[config.mk]
export PLATFORM = sky130hd
export DESIGN_NAME = spi_select_control_status
export DESIGN_NICKNAME = d
export VERILOG_FILES = /design/src/common/spi_pkg.sv /design/src/rtl/spi_select_control_status.sv
export SDC_FILE = /design/constraint.sdc
export NUM_CORES = 1
export LEC_CHECK = 0
export BUFFER_PORTS_ARGS = -buffer_cell sky130_fd_sc_hd__buf_2
export CAP_MARGIN = 20
export CORE_MARGIN = 5
export CORE_UTILIZATION = 54
export CTS_CLUSTER_DIAMETER = 30
export DETAILED_ROUTE_END_ITERATION = 7
export PLACE_DENSITY = 0.79
export SLEW_MARGIN = 20
export SYNTH_ARGS = -nofsm -noshare
export SYNTH_HDL_FRONTEND = slang
export SYNTH_SLANG_ARGS = --single-unit
[constraint.sdc]
create_clock -name i_ref_clk -period 4.1 [get_ports i_ref_clk]
set_input_delay 0.41 -clock i_ref_clk [delete_from_list [all_inputs] [get_ports i_ref_clk]]
set_output_delay 0.41 -clock i_ref_clk [all_outputs]
set_load 0.01 [all_outputs]
[src/common/spi_pkg.sv]
// Package: register map, field positions and reset values of the SPI port.
// Assumes an AXI4-Lite slave with 32-bit data; registers use the low byte.
package spi_pkg;
   // Register byte offsets
   localparam logic [3:0] CTRL_OFF = 4'h0;
   localparam logic [3:0] STAT_OFF = 4'h4;
   localparam logic [3:0] DATA_OFF = 4'h8;
   localparam logic [3:0] PORT_OFF = 4'hC;
   // Control register bits
   localparam int CTRL_RIE  = 7;
   localparam int CTRL_DMA  = 6;
   localparam int CTRL_MSTR = 5;
   localparam int CTRL_CPOL = 4;
   localparam int CTRL_CPHA = 3;
   localparam int CTRL_WOM  = 2;
   localparam int CTRL_EN   = 1;
   localparam int CTRL_TIE  = 0;
   localparam logic [7:0] CTRL_RESET = 8'h28;
   // Status and control register bits
   localparam int STAT_RF   = 7;
   localparam int STAT_EIE  = 6;
   localparam int STAT_OVF  = 5;
   localparam int STAT_MF   = 4;
   localparam int STAT_TE   = 3;
   localparam int STAT_MFEN = 2;
   localparam int STAT_RHI  = 1;
   localparam int STAT_RLO  = 0;
   // Slave select port register bits
   localparam int PORT_SS_OUT = 0;
   localparam int PORT_SS_DIR = 1;
   localparam int PORT_SS_PIN = 2;
   // Rate divisors, one half serial clock period in module clocks
   localparam logic [7:0] DIV_00 = 8'h02;
   localparam logic [7:0] DIV_01 = 8'h08;
   localparam logic [7:0] DIV_10 = 8'h20;
   localparam logic [7:0] DIV_11 = 8'h80;
   // Sixteen clock edges make one byte
   localparam logic [3:0] EDGE_LAST = 4'hF;
   // Bus responses
   localparam logic [1:0] RESP_OKAY   = 2'h0;
   localparam logic [1:0] RESP_SLVERR = 2'h2;
endpackage

[src/rtl/spi_select_control_status.sv]
// SPI port: control, status and slave select logic with a byte shifter.
// Assumes pins arrive unsynchronised; the pad wire is resolved outside.
// Functional notes
// CPHA0: master toggles select between bytes
// CPHA1: select may stay low across bytes
// Slave role: select pin always SPI input
// Select high: MISO off, clocks ignored
// Master without fault enable: select is GPIO
// Master with fault enable: select dedicated input
// Disabled: select is GPIO, ignored
// Receive and transmit enables gate requests
// DMA bit reads zero, no function
// Role bit: 1 master, reset master
// Polarity resets 0, phase resets 1
// Peer uses same polarity and phase
// Wired-OR makes outputs open drain
// Enable bit; clearing gives partial reset
// Receive full: set on byte, two-step clear
// Error enable gates fault and overflow
// Overflow keeps old byte, drops new
// Mode fault detection and two-step clear
// Disabled fault enable stops new faults
// Transmit empty sets on load, clears on write
// Software writes data only when empty
// Rate field picks divisor 2/8/32/128
// Disabled: abort, clear shifter, force empty
// Master mode fault clears enable bit
// Eight serial clocks exchange one byte
// Slave synchronises clock and select inputs
`timescale 1ns/1ps
module spi_select_control_status #(
   parameter int ADDR_W = 4
) (
   input  wire logic              i_ref_clk,
   input  wire logic              i_rst,
   input  wire logic [ADDR_W-1:0] i_s_axi_awaddr,
   input  wire logic              i_s_axi_awvalid,
   output logic                   o_s_axi_awready,
   input  wire logic [31:0]       i_s_axi_wdata,
   input  wire logic [3:0]        i_s_axi_wstrb,
   input  wire logic              i_s_axi_wvalid,
   output logic                   o_s_axi_wready,
   output logic [1:0]             o_s_axi_bresp,
   output logic                   o_s_axi_bvalid,
   input  wire logic              i_s_axi_bready,
   input  wire logic [ADDR_W-1:0] i_s_axi_araddr,
   input  wire logic              i_s_axi_arvalid,
   output logic                   o_s_axi_arready,
   output logic [31:0]            o_s_axi_rdata,
   output logic [1:0]             o_s_axi_rresp,
   output logic                   o_s_axi_rvalid,
   input  wire logic              i_s_axi_rready,
   input  wire logic              i_serial_clock_pin,
   output logic                   o_serial_clock_pin,
   output logic                   o_serial_clock_pin_oe,
   input  wire logic              i_mosi,
   output logic                   o_mosi,
   output logic                   o_mosi_oe,
   input  wire logic              i_miso,
   output logic                   o_miso,
   output logic                   o_miso_oe,
   input  wire logic              i_ss_n,
   output logic                   o_ss_n,
   output logic                   o_ss_n_oe,
   output logic                   o_rx_irq,
   output logic                   o_tx_irq,
   output logic                   o_err_irq
);
   if (ADDR_W < 4) begin : g_chk
      $error("ADDR_W must be at least 4");
   end

   typedef struct packed {
      logic aw_hold; logic [ADDR_W-1:0] aw_addr; logic w_hold; logic [7:0] w_data;
      logic w_lane; logic awready; logic wready; logic bvalid; logic [1:0] bresp;
      logic arready; logic rvalid; logic [1:0] rresp; logic [7:0] rdata;
      logic [7:0] ctrl; logic eie; logic mfen; logic [1:0] rate;
      logic rf; logic ovf; logic mf; logic rf_arm; logic ovf_arm; logic mf_arm;
      logic ss_out; logic ss_dir; logic [7:0] tx_buf; logic tx_full;
      logic [7:0] rx_buf; logic [7:0] shift; logic active; logic [3:0] edge_cnt;
      logic [7:0] div_cnt; logic sck_lvl; logic in_bit; logic out_bit;
      logic [1:0] sck_sync; logic [1:0] ss_sync; logic [1:0] mosi_sync;
      logic [1:0] miso_sync; logic sck_prev; logic ss_prev;
      logic sck_o; logic sck_oe; logic mosi_o; logic mosi_oe; logic miso_o;
      logic miso_oe; logic ss_o; logic ss_oe; logic rx_irq; logic tx_irq; logic err_irq;
   } state_type;

   state_type s;
   state_type next_s;
   logic      wr_fire;
   logic      rd_fire;
   logic      done;

   // Address decode, used by read and write paths
   function automatic logic mapped(input logic [ADDR_W-1:0] a);
      mapped = (a[1:0] == 2'h0) && ((a >> 4) == '0);
   endfunction

   // Half serial clock period for the rate field
   function automatic logic [7:0] half_div(input logic [1:0] r);
      unique case (r)
         2'h0: half_div = spi_pkg::DIV_00;
         2'h1: half_div = spi_pkg::DIV_01;
         2'h2: half_div = spi_pkg::DIV_10;
         2'h3: half_div = spi_pkg::DIV_11;
      endcase
   endfunction

   // Next state of the whole block
   always_comb begin
      logic en, mstr, cpol, cpha, wom, ss_lvl, ss_used, lead, trail, start, edge_ev;
      logic rx_in, drv_m, drv_s;
      logic [7:0] rd_val, new_sh;
      next_s = s;
      wr_fire = 1'b0;
      rd_fire = 1'b0;
      done = 1'b0;
      rd_val = 8'h00;
      new_sh = 8'h00;
      lead = 1'b0;
      trail = 1'b0;
      start = 1'b0;
      edge_ev = 1'b0;
      rx_in = 1'b0;
      drv_m = 1'b0;
      drv_s = 1'b0;
      ss_used = 1'b0;
      en = s.ctrl[spi_pkg::CTRL_EN];
      mstr = s.ctrl[spi_pkg::CTRL_MSTR];
      cpol = s.ctrl[spi_pkg::CTRL_CPOL];
      cpha = s.ctrl[spi_pkg::CTRL_CPHA];
      wom = s.ctrl[spi_pkg::CTRL_WOM];
      // Two-stage synchronisers on every pin input
      next_s.sck_sync = {s.sck_sync[0], i_serial_clock_pin};
      next_s.ss_sync = {s.ss_sync[0], i_ss_n};
      next_s.mosi_sync = {s.mosi_sync[0], i_mosi};
      next_s.miso_sync = {s.miso_sync[0], i_miso};
      next_s.sck_prev = s.sck_sync[1];
      next_s.ss_prev = s.ss_sync[1];
      ss_lvl = s.ss_sync[1];
      // Write address and data channels, taken in either order
      if (s.bvalid && i_s_axi_bready) next_s.bvalid = 1'b0;
      if (i_s_axi_awvalid && s.awready) begin
         next_s.aw_hold = 1'b1;
         next_s.aw_addr = i_s_axi_awaddr;
      end
      if (i_s_axi_wvalid && s.wready) begin
         next_s.w_hold = 1'b1;
         next_s.w_data = i_s_axi_wdata[7:0];
         next_s.w_lane = i_s_axi_wstrb[0];
      end
      if (next_s.aw_hold && next_s.w_hold && !s.bvalid) begin
         wr_fire = 1'b1;
         next_s.aw_hold = 1'b0;
         next_s.w_hold = 1'b0;
         next_s.bvalid = 1'b1;
         next_s.bresp = mapped(next_s.aw_addr) ? spi_pkg::RESP_OKAY : spi_pkg::RESP_SLVERR;
      end
      // Read channel
      if (s.rvalid && i_s_axi_rready) next_s.rvalid = 1'b0;
      if (i_s_axi_arvalid && s.arready) begin
         rd_fire = 1'b1;
         unique case (i_s_axi_araddr[3:0])
            spi_pkg::CTRL_OFF: rd_val = s.ctrl & ~(8'h01 << spi_pkg::CTRL_DMA);
            spi_pkg::STAT_OFF: rd_val = {s.rf, s.eie, s.ovf, s.mf, !s.tx_full, s.mfen, s.rate};
            spi_pkg::DATA_OFF: rd_val = s.rx_buf;
            spi_pkg::PORT_OFF: rd_val = {5'h00, ss_lvl, s.ss_dir, s.ss_out};
            default:           rd_val = 8'h00;
         endcase
         if (!mapped(i_s_axi_araddr)) rd_val = 8'h00;
         next_s.rvalid = 1'b1;
         next_s.rdata = rd_val;
         next_s.rresp = mapped(i_s_axi_araddr) ? spi_pkg::RESP_OKAY : spi_pkg::RESP_SLVERR;
         // First step of the two-step flag clears
         if (mapped(i_s_axi_araddr) && i_s_axi_araddr[3:0] == spi_pkg::STAT_OFF) begin
            next_s.rf_arm = s.rf_arm || s.rf;
            next_s.ovf_arm = s.ovf_arm || s.ovf;
            next_s.mf_arm = s.mf_arm || s.mf;
         end
         // Second step: data read clears armed receive flags
         if (mapped(i_s_axi_araddr) && i_s_axi_araddr[3:0] == spi_pkg::DATA_OFF) begin
            if (s.rf_arm) next_s.rf = 1'b0;
            if (s.ovf_arm) next_s.ovf = 1'b0;
            next_s.rf_arm = 1'b0;
            next_s.ovf_arm = 1'b0;
         end
      end
      // Register writes, low byte lane only
      if (wr_fire && next_s.w_lane && mapped(next_s.aw_addr)) begin
         unique case (next_s.aw_addr[3:0])
            spi_pkg::CTRL_OFF: begin
               next_s.ctrl = next_s.w_data & ~(8'h01 << spi_pkg::CTRL_DMA);
               if (s.mf_arm) next_s.mf = 1'b0;
               next_s.mf_arm = 1'b0;
            end
            spi_pkg::STAT_OFF: begin
               next_s.eie = next_s.w_data[spi_pkg::STAT_EIE];
               next_s.mfen = next_s.w_data[spi_pkg::STAT_MFEN];
               next_s.rate = next_s.w_data[spi_pkg::STAT_RHI:spi_pkg::STAT_RLO];
            end
            spi_pkg::DATA_OFF: begin
               next_s.tx_buf = next_s.w_data;
               next_s.tx_full = 1'b1;
            end
            spi_pkg::PORT_OFF: begin
               next_s.ss_out = next_s.w_data[spi_pkg::PORT_SS_OUT];
               next_s.ss_dir = next_s.w_data[spi_pkg::PORT_SS_DIR];
            end
            default: ;
         endcase
      end
      // Serial clock edges seen by a slave
      lead = (s.sck_prev == cpol) && (s.sck_sync[1] != cpol);
      trail = (s.sck_prev != cpol) && (s.sck_sync[1] == cpol);
      rx_in = mstr ? s.miso_sync[1] : s.mosi_sync[1];
      if (en && mstr) begin
         // Master: load the shifter, then divide the clock
         if (!s.active && s.tx_full) begin
            start = 1'b1;
         end else if (s.active) begin
            next_s.div_cnt = s.div_cnt + 8'h01;
            if (s.div_cnt == half_div(s.rate) - 8'h01) begin
               next_s.div_cnt = 8'h00;
               next_s.sck_lvl = !s.sck_lvl;
               edge_ev = 1'b1;
            end
         end
      end else if (en) begin
         if (ss_lvl) begin
            // Deselected slave drops any partial byte
            next_s.active = 1'b0;
            next_s.edge_cnt = 4'h0;
            if (s.active && s.mfen) next_s.mf = 1'b1;
         end else if (!s.active) begin
            start = cpha ? lead : (s.ss_prev && !ss_lvl);
            edge_ev = start && cpha;
         end else begin
            edge_ev = lead || trail;
         end
      end
      if (start) begin
         next_s.active = 1'b1;
         next_s.shift = s.tx_buf;
         next_s.out_bit = s.tx_buf[7];
         next_s.tx_full = 1'b0;
         next_s.edge_cnt = 4'h0;
         next_s.div_cnt = 8'h00;
         next_s.sck_lvl = cpol;
      end
      if (start && wr_fire && next_s.aw_addr[3:0] == spi_pkg::DATA_OFF) next_s.tx_full = 1'b1;
      // Shared shifter: even edges lead, odd edges trail
      if (edge_ev) begin
         next_s.edge_cnt = next_s.edge_cnt + 4'h1;
         if (!next_s.edge_cnt[0] == 1'b0) begin
            if (!cpha) next_s.in_bit = rx_in;
            else next_s.out_bit = next_s.shift[7];
         end else begin
            new_sh = {next_s.shift[6:0], cpha ? rx_in : s.in_bit};
            next_s.shift = new_sh;
            if (!cpha) next_s.out_bit = new_sh[7];
            if (s.edge_cnt == spi_pkg::EDGE_LAST) begin
               done = 1'b1;
               next_s.active = 1'b0;
               if (next_s.rf) next_s.ovf = 1'b1;
               else begin
                  next_s.rx_buf = new_sh;
                  next_s.rf = 1'b1;
               end
            end
         end
      end
      // Master mode fault drops the enable
      if (en && mstr && s.mfen && !ss_lvl) begin
         next_s.mf = 1'b1;
         next_s.ctrl[spi_pkg::CTRL_EN] = 1'b0;
      end
      // Partial reset while disabled
      if (!next_s.ctrl[spi_pkg::CTRL_EN]) begin
         next_s.tx_full = 1'b0;
         next_s.active = 1'b0;
         next_s.shift = 8'h00;
         next_s.edge_cnt = 4'h0;
         next_s.div_cnt = 8'h00;
      end
      if (!next_s.active) next_s.sck_lvl = next_s.ctrl[spi_pkg::CTRL_CPOL];
      // Bus ready flags
      next_s.awready = !next_s.aw_hold && !next_s.bvalid;
      next_s.wready = !next_s.w_hold && !next_s.bvalid;
      next_s.arready = !next_s.rvalid;
      // Pin drivers, open drain under wired-OR
      drv_m = next_s.ctrl[spi_pkg::CTRL_EN] && next_s.ctrl[spi_pkg::CTRL_MSTR];
      drv_s = next_s.ctrl[spi_pkg::CTRL_EN] && !next_s.ctrl[spi_pkg::CTRL_MSTR] && !ss_lvl;
      wom = next_s.ctrl[spi_pkg::CTRL_WOM];
      next_s.sck_o = !wom && next_s.sck_lvl;
      next_s.sck_oe = drv_m && (!wom || !next_s.sck_lvl);
      next_s.mosi_o = !wom && next_s.out_bit;
      next_s.mosi_oe = drv_m && (!wom || !next_s.out_bit);
      next_s.miso_o = !wom && next_s.out_bit;
      next_s.miso_oe = drv_s && (!wom || !next_s.out_bit);
      // Select pin is GPIO only when the SPI does not own it
      ss_used = next_s.ctrl[spi_pkg::CTRL_EN] && (!next_s.ctrl[spi_pkg::CTRL_MSTR] || next_s.mfen);
      next_s.ss_o = next_s.ss_out;
      next_s.ss_oe = !ss_used && next_s.ss_dir;
      // Request lines
      next_s.rx_irq = next_s.rf && next_s.ctrl[spi_pkg::CTRL_RIE];
      next_s.tx_irq = !next_s.tx_full && next_s.ctrl[spi_pkg::CTRL_TIE]
                      && next_s.ctrl[spi_pkg::CTRL_EN];
      next_s.err_irq = next_s.eie && (next_s.ovf || next_s.mf);
   end

   // State register with synchronous reset
   always_ff @(posedge i_ref_clk) begin
      if (i_rst) begin
         s <= '0;
         s.ctrl <= spi_pkg::CTRL_RESET;
         s.sck_sync <= 2'h0;
         s.ss_sync <= 2'h3;
         s.ss_prev <= 1'b1;
      end else begin
         s <= next_s;
      end
   end

   // Outputs straight from the state register
   assign o_s_axi_awready = s.awready;
   assign o_s_axi_wready = s.wready;
   assign o_s_axi_bresp = s.bresp;
   assign o_s_axi_bvalid = s.bvalid;
   assign o_s_axi_arready = s.arready;
   assign o_s_axi_rdata = {24'h000000, s.rdata};
   assign o_s_axi_rresp = s.rresp;
   assign o_s_axi_rvalid = s.rvalid;
   assign o_serial_clock_pin = s.sck_o;
   assign o_serial_clock_pin_oe = s.sck_oe;
   assign o_mosi = s.mosi_o;
   assign o_mosi_oe = s.mosi_oe;
   assign o_miso = s.miso_o;
   assign o_miso_oe = s.miso_oe;
   assign o_ss_n = s.ss_o;
   assign o_ss_n_oe = s.ss_oe;
   assign o_rx_irq = s.rx_irq;
   assign o_tx_irq = s.tx_irq;
   assign o_err_irq = s.err_irq;
endmodule
# After elaboration in Yosys (flattened, before gate mapping)
# Cells that the tools add are included.
# classes
add_sub_neg	3
eq_ne	15
mux	80
bitwise	5
reduce_logical	77
# ops
op	count
$pmux 8 s4	2
$mux 9	6
$mux 1	44
$mux 8	5
$logic_and 1x1->1	38
$mux 13	2
$mux 12	2
$mux 22	1
$eq 4x4->1 const B	5
$mux 5	4
$mux 2	9
$logic_not 1->1	15
$mux 11	1
$mux 10	1
$reduce_and 2->1	5
$add 8x1->8 const B	1
$eq 4x3->1 const B	2
$eq 8x8->1	1
$logic_not 4->1	2
$logic_or 1x1->1	8
$sub 8x1->8 const B	1
$logic_not 2->1	3
$mux 3	2
$reduce_and 3->1	2
other kinds (11)	18
# totals
ff_bits	111
inputBits	55
output_inout_bits	52
wordCells	231

# Longest topological paths before layout
# Gate-level depths: netlist of the first run.
# depth
ltp_word	20
depth_mapped	11
ltp_nobuf	9

# Worst setup path after synthesis of the first run
# Ideal clock, no wire load.
# synth_timing
kind	register -> register
start	reg s[71] in the netlist's numbering
end	reg s (netlist bit o_miso_oe)
setup_time_ps	100
arrival_ps	2732
t_required_ps	4000
path_slack_ps	1268
stages_incl_launch_ff	9
n_path_buf	0
period_less_slack_ps	2832
cell_sequence	dfxtp_1 -> or2_2 -> ha_1 -> xnor2_1 -> or4_1 -> o21ai_1 -> or4b_4 -> and3_4 -> a2111oi_4
# synth_between
elab_chain_len	15
elab_cells_between_ends	18
cone_classes	1 x add/sub; 4 x eq/ne; 9 x mux; 4 x reduce/logical
# synth_lines
element	line	rtl
start, declared	spi_select_control_status.sv:88	state_type s;
start signal, assigned	spi_select_control_status.sv:320	s <= next_s;
$eq 2x2->1, or another cell as far along	spi_select_control_status.sv:101	unique case (r)
$pmux 8 s4 *	spi_select_control_status.sv:101	
$mux 8 *	spi_select_control_status.sv:220	end else if (s.active) begin
$mux 8 *	spi_select_control_status.sv:218	if (!s.active && s.tx_full) begin
$mux 8 *	spi_select_control_status.sv:216	if (en && mstr) begin
$sub 8x1->8 *	spi_select_control_status.sv:222	if (s.div_cnt == half_div(s.rate) - 8'h01) begin
$eq 8x8->1 *	spi_select_control_status.sv:222	
$mux 1 *	spi_select_control_status.sv:222	
$mux 1 *	spi_select_control_status.sv:220	
$mux 1 *	spi_select_control_status.sv:218	
$mux 1 *	spi_select_control_status.sv:216	
$mux 1 *	spi_select_control_status.sv:252	if (edge_ev) begin
$logic_not 1->1 *	spi_select_control_status.sv:299	next_s.miso_oe = drv_s && (!wom || !next_s.out_bit);
$logic_or 1x1->1 *	spi_select_control_status.sv:299	
$logic_and 1x1->1 *	spi_select_control_status.sv:299	
# Every way passes the cells marked *; elsewhere a longest branch is shown, timed or not. The select of a mux whose other input is x is not followed.
# A chain may end at the register's enable or synchronous reset.

# Worst setup path after layout of the first run
# layout_timing
start	reg s[71] in the netlist's numbering
end	reg s[46] in the netlist's numbering
# layout_between
elab_chain_len	12
elab_cells_between_ends	15
cone_classes	1 x add/sub; 4 x eq/ne; 8 x mux; 2 x reduce/logical
# layout_lines
element	line
$eq 2x2->1, or another cell as far along	spi_select_control_status.sv:101
$pmux 8 s4 *	spi_select_control_status.sv:101
$mux 8 *	spi_select_control_status.sv:220
$mux 8 *	spi_select_control_status.sv:218
$mux 8 *	spi_select_control_status.sv:216
$sub 8x1->8 *	spi_select_control_status.sv:222
$eq 8x8->1 *	spi_select_control_status.sv:222
$mux 1 *	spi_select_control_status.sv:222
$mux 1 *	spi_select_control_status.sv:220
$mux 1 *	spi_select_control_status.sv:218
$mux 1 *	spi_select_control_status.sv:216
$reduce_and 4->1 (no source line) *	n/a
# Marked as above.

==> impl_metrics.yaml, run 1 <==
worst_setup_path:
  critPathBufInv: 0
  required_ps: 4390
  crit_path_top_delay_cell: "o21ai_1"
  reg2regPathDepth: 8
  crit_chain: "or2_2 -> ha_1 -> xnor2_1 -> or4_1 -> o21ai_1 -> nand3_1 -> or2_1 -> a21oi_1"
  end_kind: "flip-flop"
  crit_type: "reg -> reg"
  startpoint_type: "flip-flop"
  cp_slowest_stage_delay_ps: 600
  cp_num_cells: 8
  r2r_slack_ps: 650
  crit_family: "simple AND/OR/NAND/NOR gates"
  cp_max_fo: 9
  worst-endpoint-arrival_ps: 3750
cells_and_area:
  nets: 619
  drive_gt1_share_pct: 18.05
  syn_to_final_growth_pct: 7.454
  final_common_cell: "dfxtp_1"
  diodes: 0
  regMostFlops: "s"
  layout.cells.most_common_list: "109 x dfxtp_1, 76 x nor2_1, 53 x buf_2"
  largest_reg_flops: 78
  final_cells: 673
clock_network:
  cts-resized-gates: 0
  hold_buffers: 0
  clock-root-buffer: "clkbuf_8"
  clock_sinks: 109
  clk_latency_ps: 360
  clk_pin_slew_ps: 90
  cts_tree: "yes"
  htreeDepth: 3
  cts_buffers: 9
  post_cts_buffers: 0
  cts_buffer_depth: 2
place:
  gp_congestion: 0.8820
  place_ws_ps: 685.2
  dp_hpwl_um: 7923
  placed_cells: 657
  io_buffer_count: 53
synthesis:
  synthTopCellsByArea: "dfxtp_1 44%, mux2i_1 6.7%, nor2_1 5.8%"
  synth-seq-cells: 109
  synth_top_flop_cell: "dfxtp_1"
  ys_types: 65
  synth_top_area_cell: "dfxtp_1"
  synth_edf_count: 0
  synth-async-reset-ratio_pct: 0
  yosysTopAreaCellShare_pct: 44.37
  ys_warn_count: 0
  avgSynthCellArea_um2: 9.280
  synthesis.area_um2: 4918
  synthCells: 530
  ys_seq_area_share_pct: 44.37
die:
  die_area_um2: 11120
  num_io_pins: 107
  initial_core_util_pct: 55.85
  rows: 34
  die_h_um: 105.4
  die_w_um: 105.4
  coreArea_um2: 8806
drt:
  dr_total_vias: 3822
  drc: 0
  viasPerCell: 5.679
  wl_per_cell_um: 16.37
  wirelength_um: 11020
  ant_nets: 0
  firstDrtPassIters: 5
  first_iter_violations: 246
worst_hold_path:
  hp-class: "in -> reg"
  hold_depth: 2
sta:
  fin_crit_ps: 3453
  setup_tns_ps: 0
  rsz0062_at_grt: "no"
  hold_viol: 0
  tightest_slew_ps: 897.5
  final_max_slew_viol_count: 0
  clock.fmax_ghz: 0.2896
  fin_skew_ps: 10.41
  slew_headroom_pct: 39.94
  setup_slack_ps: 647.1
  finalSetupViolCount: 0
  whs_ps: 230.6
  fin_crit_sh_pct: 84.22
pwr:
  seqPwrFrac_pct: 56.1
  p_sw_share_pct: 22.58
  max-vdd-ir-drop_mv: 0.2780
  finalPower_uw: 1944
  p_clk_share_pct: 37.0
  p_sw_uw: 439.0
  p_leak_uw: 0.002256
  p_per_area_nw_per_um2: 367.8
  combPwrFrac_pct: 6.9
  internal-power_uw: 1505
global_routing:
  grt_pass1_wl_um: 18230
  grt_overflow: 0
  grt_start_max_net_pins: 73
  antenna_found_initial: 0
  grt_pass1_vias: 3726
  grt_usage_pct: 20.17
run_status:
  status: "complete, no violations"
job:
  drv_cap: 0
synth_stat cells, drive strengths merged, types with 4 or more instances:
cell type  instances
nand2b             5
and3               9
nand3b             5
inv                6
and2               8
nand3             11
buf               46
dfxtp            109
a31oi              5
o21ai             11
nor2b             11
ha                 4
nor3              20
a21oi             21
clkbuf            18
xor2               5
nand2             25
mux2              12
xnor2              7
or2                8
mux2i             33
nand4              7
a22oi              8
a211oi            11
nor2              76
worst paths after layout:
| kind | startpoint | to |
|---|---|---|
| setup reg to reg | s[71] | s[46] |
| hold / removal | i_ss_n | next_s[18] |
| setup / recovery | s[71] | s[46] |
| hold reg to reg | next_s[18] | next_s[11] |
power groups by stage:
stage | registers (µW) | logic (µW) | clock network [µW]
6_report | 1090 | 134 | 719
4_1_cts | 1090 | 133 | 732
5_1_grt | 1090 | 149 | 780
3_5_place_dp | 1120 | 133 | 0
3_3_place_gp | 1110 | 129 | 0
2_1_floorplan | 1110 | 111 | 0
metrics by stage:
step	utilization, %	area (µm²)
finish	60.02	5285
global route	60.02	5285
floorplan	-	5012
global placement	57.45	5059
CTS	60.02	5285
detailed placement	57.45	5059
layer usage:
| metal | GRT usage [%] | routed length, µm |
|---|---|---|
| met5 | 0 | 0 |
| met4 | 4.780 | 127 |
| met2 | 33.74 | 5382 |
| met1 | 26.60 | 4721 |
| met3 | 4.462 | 789 |
final cells by class:
type	count	area, µm²
timing repair buffer	58	302.8
inverter	6	22.52
clock inverter	3	67.56
fill	754	3521
multi-input combinational	376	2416
sequential	109	2182
tap	108	135.1
clock buffer	13	158.9
cell families (layout without fill, tap and decap cells):
group | Yosys count | in the layout | synth area share (%)
and+or+nand+nor | 204 | 204 | 21.39
DFF | 109 | 109 | 44.37
AOI/OAI and AO/OA | 82 | 82 | 11.55
buffers and inverters | 70 | 80 | 8.547
muxes | 48 | 48 | 10.91
xor gates and xnor gates | 12 | 12 | 2.137
adders and majority gates | 4 | 4 | 1.018
other | 1 | 26 | 0.07624
Power figures use the tool's default switching activity.
==> run 2, diff against run 1 <==
- ABC_AREA: default -> 1
- CORE_UTILIZATION: 54 -> 55
- PLACE_DENSITY: 0.79 -> 0.8
- clock period: 4.1 -> 3.6 ns (I/O delays scaled with it)
==> impl_metrics.yaml, run 2 <==
synthesis:
  synth_common_cells: "123 x nand2_1, 109 x dfxtp_1, 74 x inv_1"
  synth_top_area_cell: "dfxtp_1"
  synth_top_flop_cell: "dfxtp_1"
  ys_warn_count: 0
  synth-seq-cells: 109
  ys_seq_area_share_pct: 42.80
  post-synth-top-count-cell: "nand2_1"
  synthTopCellsByArea: "dfxtp_1 43%, nand2_1 9.1%, buf_4 5.6%"
  avgSynthCellArea_um2: 7.737
  synth-async-reset-ratio_pct: 0
  synthCells: 659
  yosysTopAreaCellShare_pct: 42.80
  ys_types: 48
  synth_edf_count: 0
  synthesis.area_um2: 5099
global_routing:
  grt_overflow: 0
  antenna_found_initial: 0
  grt_pass1_wl_um: 18820
  grt_start_max_net_pins: 55
  grt_pass1_vias: 4089
  grt_usage_pct: 20.61
pwr:
  max-vdd-ir-drop_mv: 0.2885
  p_clk_share_pct: 35.1
  internal-power_uw: 1615
  seqPwrFrac_pct: 57.0
  p_sw_share_pct: 26.09
  p_per_area_nw_per_um2: 401.6
  combPwrFrac_pct: 8.0
  p_leak_uw: 0.002528
  p_sw_uw: 569.9
cells_and_area:
  largest_reg_flops: 78
  layout.cells.most_common_list: "123 x nand2_1, 109 x dfxtp_1, 74 x inv_1"
  diodes: 0
  regMostFlops: "s"
  final_common_cell: "nand2_1"
  drive_gt1_share_pct: 17.71
  nets: 754
  syn_to_final_growth_pct: 6.675
  fillers: 813
die:
  die_area_um2: 11300
  rows: 35
  die_w_um: 106.3
  num_io_pins: 107
  initial_core_util_pct: 55.71
  coreArea_um2: 9153
  die_h_um: 106.3
sta:
  fin_crit_ps: 2485
  hold_viol: 0
  rsz0062_at_grt: "no"
  setup_tns_ps: 0
  final_max_slew_viol_count: 0
  tightest_slew_ps: 828.0
  whs_ps: 157.4
  slew_headroom_pct: 44.37
  finalSetupViolCount: 0
  fin_crit_sh_pct: 69.02
  fin_skew_ps: 18.96
  clock.fmax_ghz: 0.4025
clock_network:
  post_cts_buffers: 0
  clock-root-buffer: "clkbuf_8"
  clk_latency_ps: 380
  clock_sinks: 109
  cts_buffers: 9
  cts_buffer_depth: 2
  clk_pin_slew_ps: 110
  cts_tree: "yes"
  htreeDepth: 3
  cts-resized-gates: 0
  hold_buffers: 0
worst_hold_path:
  min_from: "i_ss_n"
  hp-class: "in -> reg"
  min_to: "next_s[18]"
  hold_depth: 2
worst_setup_path:
  r2r_slack_ps: 1120
  rr_startpoint: "s[78]"
  startpoint_type: "flip-flop"
  cpMostUsedCell: "nand2_1"
  end_kind: "flip-flop"
  crit_type: "reg -> reg"
  reg2regPathDepth: 16
  worst-endpoint-arrival_ps: 2800
  required_ps: 3910
  crit_path_top_delay_cell: "dfxtp_1"
  worstReg2RegEnd: "o_miso"
  crit_chain: "xor2_1 -> ha_1 -> inv_1 -> a21oi_1 -> nand2_1 -> nand2_2 -> nand2_2 -> inv_2 -> nand2_1 -> nand2_1 -> nand2_1 -> o21ai_0 -> nand2_1 -> nand2_1 -> nand2_1 -> nor2_1"
  cp_slowest_stage_delay_ps: 460
  cp_max_fo: 18
drt:
  first_iter_violations: 241
  ant_nets: 0
  viasPerCell: 5.232
  wl_per_cell_um: 13.96
  wirelength_um: 11320
  drc: 0
  dr_total_vias: 4243
  firstDrtPassIters: 5
job:
  drv_cap: 0
place:
  gp_congestion: 0.8658
  dp_hpwl_um: 8416
  io_buffer_count: 53
run_status:
  status: "complete, no violations"
## run 2: layer usage
metal / wire length, µm / GRT usage [%]
met3: 695 / 3.582
met2: 5582 / 35.75
met4: 295 / 8.326
met5: 0 / 0
met1: 4749 / 25.26
## run 2: layout make-up
class	count	area [µm²]	area share [%]
clock buffer	9	123.9	2.277
inverter	84	315.3	5.797
multi-input combinational	437	2323	42.72
timing repair buffer	54	272.8	5.015
tap	111	138.9	2.553
sequential	109	2182	40.12
clock inverter	7	82.58	1.518
## run 2: stage by stage
step	area (µm²)	std cells	power (µW)	setup WS [ps]	utilization, %
floorplan	5192	684	1415	1641	-
global placement	5233	795	1437	1176	57.17
detailed placement	5233	795	1445	1116	57.17
CTS	5439	811	2190	1091	59.43
global route	5439	811	2268	820.0	59.43
finish	5439	811	2185	1115	59.43
## run 2: cells by family after synthesis
family	synth area share [%]
AOI/OAI and AO/OA	13.33
xor gates and xnor gates	1.374
adders and majority gates	0.9816
buffers and inverters	13.47
DFF	42.80
muxes	1.767
other	0.07355
and+or+nand+nor	26.21
## run 2: worst max path at each step
stage | depth (start not counted) | slack (ps) | startpoint | to
2_1_floorplan | 13 | 1640 | s[78] | s[33]
3_3_place_gp | 11 | 1180 | i_s_axi_wvalid | o_mosi_oe
3_5_place_dp | 13 | 1120 | s[78] | o_miso
4_1_cts | 13 | 1090 | s[78] | o_miso
5_1_grt | 13 | 820 | s[78] | o_miso
6_report | 16 | 1120 | s[78] | o_miso
## run 2: power groups by stage
stage,clock [µW],combinational [µW],sequential (µW)
2_1_floorplan,0,145,1270
3_3_place_gp,0,166,1270
3_5_place_dp,0,173,1270
4_1_cts,773,173,1240
5_1_grt,826,194,1250
6_report,766,175,1240
## run 2: critical path: cells and delay by family (launching register included)
kind	cells	cell delay (ps)
AOI/OAI and AO/OA	2	190
buffers and inverters	2	290
DFF	1	460
and+or+nand+nor	10	1130
xor gates and xnor gates	1	170
adders and majority gates	1	190
==> run 3, diff against run 2 <==
- CORE_UTILIZATION: 55 -> 49
- PLACE_DENSITY: 0.8 -> 0.76
- clock period: 3.6 -> 2.24 ns (I/O delays scaled with it)
==> impl_metrics.yaml, run 3 (synthesized netlist as in run 2, its figures left out) <==
place:
  gp_congestion: 0.9430
  dp_hpwl_um: 8911
  io_buffer_count: 53
clock_network:
  htreeDepth: 3
  clock_sinks: 109
  clk_pin_slew_ps: 100
  cts_buffers: 9
  cts_tree: "yes"
  hold_buffers: 0
  cts_buffer_depth: 2
  clock-root-buffer: "clkbuf_8"
  clk_latency_ps: 370
cells_and_area:
  drive_gt1_share_pct: 22.59
  layout.cells.most_common_list: "119 x nand2_1, 104 x dfxtp_1, 72 x inv_1"
  final_common_cell: "nand2_1"
  final_core_util_pct: 56.16
  syn_to_final_growth_pct: 12.69
  nets: 783
  regMostFlops: "s"
  diodes: 0
  largest_reg_flops: 78
drt:
  drc: 0
  dr_total_vias: 4349
  viasPerCell: 5.045
  wirelength_um: 11870
  wl_per_cell_um: 13.77
  first_iter_violations: 379
  firstDrtPassIters: 5
  ant_nets: 0
worst_setup_path:
  required_ps: 2520
  worstReg2RegEnd: "s[45]"
  cp_max_fo: 7
  crit_type: "reg -> reg"
  rr_startpoint: "s[70]"
  end_kind: "flip-flop"
  reg2regPathDepth: 14
  worst-endpoint-arrival_ps: 2410
  startpoint_type: "flip-flop"
  r2r_slack_ps: 110
die:
  die_w_um: 112.0
  coreArea_um2: 10230
  die_h_um: 112.0
  rows: 37
  initial_core_util_pct: 49.83
  die_area_um2: 12550
  num_io_pins: 107
sta:
  slew_headroom_pct: 57.68
  rsz0062_at_grt: "yes"
  setup_tns_ps: 0
  tightest_slew_ps: 628.1
  fin_crit_ps: 2126
  clock.fmax_ghz: 0.4704
  fin_crit_sh_pct: 94.91
  final_max_slew_viol_count: 0
  fin_skew_ps: 11.17
  hold_viol: 0
  finalSetupViolCount: 0
  whs_ps: 29.87
job:
  drv_cap: 0
worst_hold_path:
  hold_depth: 2
  hp-class: "in -> reg"
  min_from: "i_ss_n"
  min_to: "next_s[18]"
pwr:
  max-vdd-ir-drop_mv: 0.4232
  p_leak_uw: 0.002672
  finalPower_uw: 3541
  p_per_area_nw_per_um2: 616.4
global_routing:
  antenna_found_initial: 0
  grt_pass1_wl_um: 19000
  grt_overflow: 0
  grt_pass1_vias: 4074
  grt_start_max_net_pins: 33
  grt_usage_pct: 18.39
run_status:
  status: "complete, no violations"
-- run 3: critical path, cell delays in order (launching register included) --
cell	delay [ps]
dfxtp_4	380
nor2_4	120
inv_2	60
ha_4	260
inv_1	40
nand2_2	70
nand3_2	70
a21oi_2	170
nand2_2	110
nand2_4	110
nand3_4	100
nor2_4	180
buf_12	130
nor2_1	40
a211oi_2	200
-- run 3: routing by layer --
metal / up-vias / global-route usage [%] / routed length [µm]
met5: - / 0 / 0
met4: 0 / 6.811 / 246
met3: 22 / 3.370 / 723
met2: 165 / 30.14 / 5722
met1: 1991 / 24.25 / 5177
li1: 2171 / - / -
-- run 3: layout make-up --
| cell class | count | area [µm²] |
|---|---|---|
| clock buffers | 9 | 123.9 |
| clock inverters | 4 | 76.32 |
| fillers | 931 | 4486 |
| inverters | 84 | 317.8 |
| multi-input cells | 437 | 2359 |
| flip-flops and latches | 109 | 2196 |
| well taps | 136 | 170.2 |
| repair buffers | 83 | 503.0 |
-- run 3: through the flow --
| step | setup WS, ps | instances | instance area, µm² |
|---|---|---|---|
| 2_1_floorplan | 281.1 | 684 | 5192 |
| 3_3_place_gp | 138.2 | 837 | 5404 |
| 3_5_place_dp | 73.98 | 837 | 5404 |
| 4_1_cts | 1.399 | 850 | 5604 |
| 5_1_grt | -23.11 | 862 | 5746 |
| 6_report | 114.1 | 862 | 5746 |
-- run 3: how the worst max path moves through the flow --
stage / depth (start not counted) / end / from
global placement: 16 / o_serial_clock_pin_oe / s[71]
floorplan: 13 / s[33] / s[78]
detailed placement: 12 / s[44] / s[71]
global route: 13 / s[33] / s[78]
finish: 14 / s[45] / s[70]
CTS: 13 / s[45] / s[71]
-- run 3: where the power goes --
part           total [µW]  leakage [µW]  switching, µW  internal [µW]
Clock                1250     0.0000972            634            614
Sequential           2000      0.000886           21.2           1970
Combinational         298       0.00169            201           96.2
Total                3540       0.00267            856           2680
-- run 3: what timing repair did --
action	in CTS	in global routing
buffers inserted	0	12
endpoints found under the setup margin	0	28
resized for setup	0	19
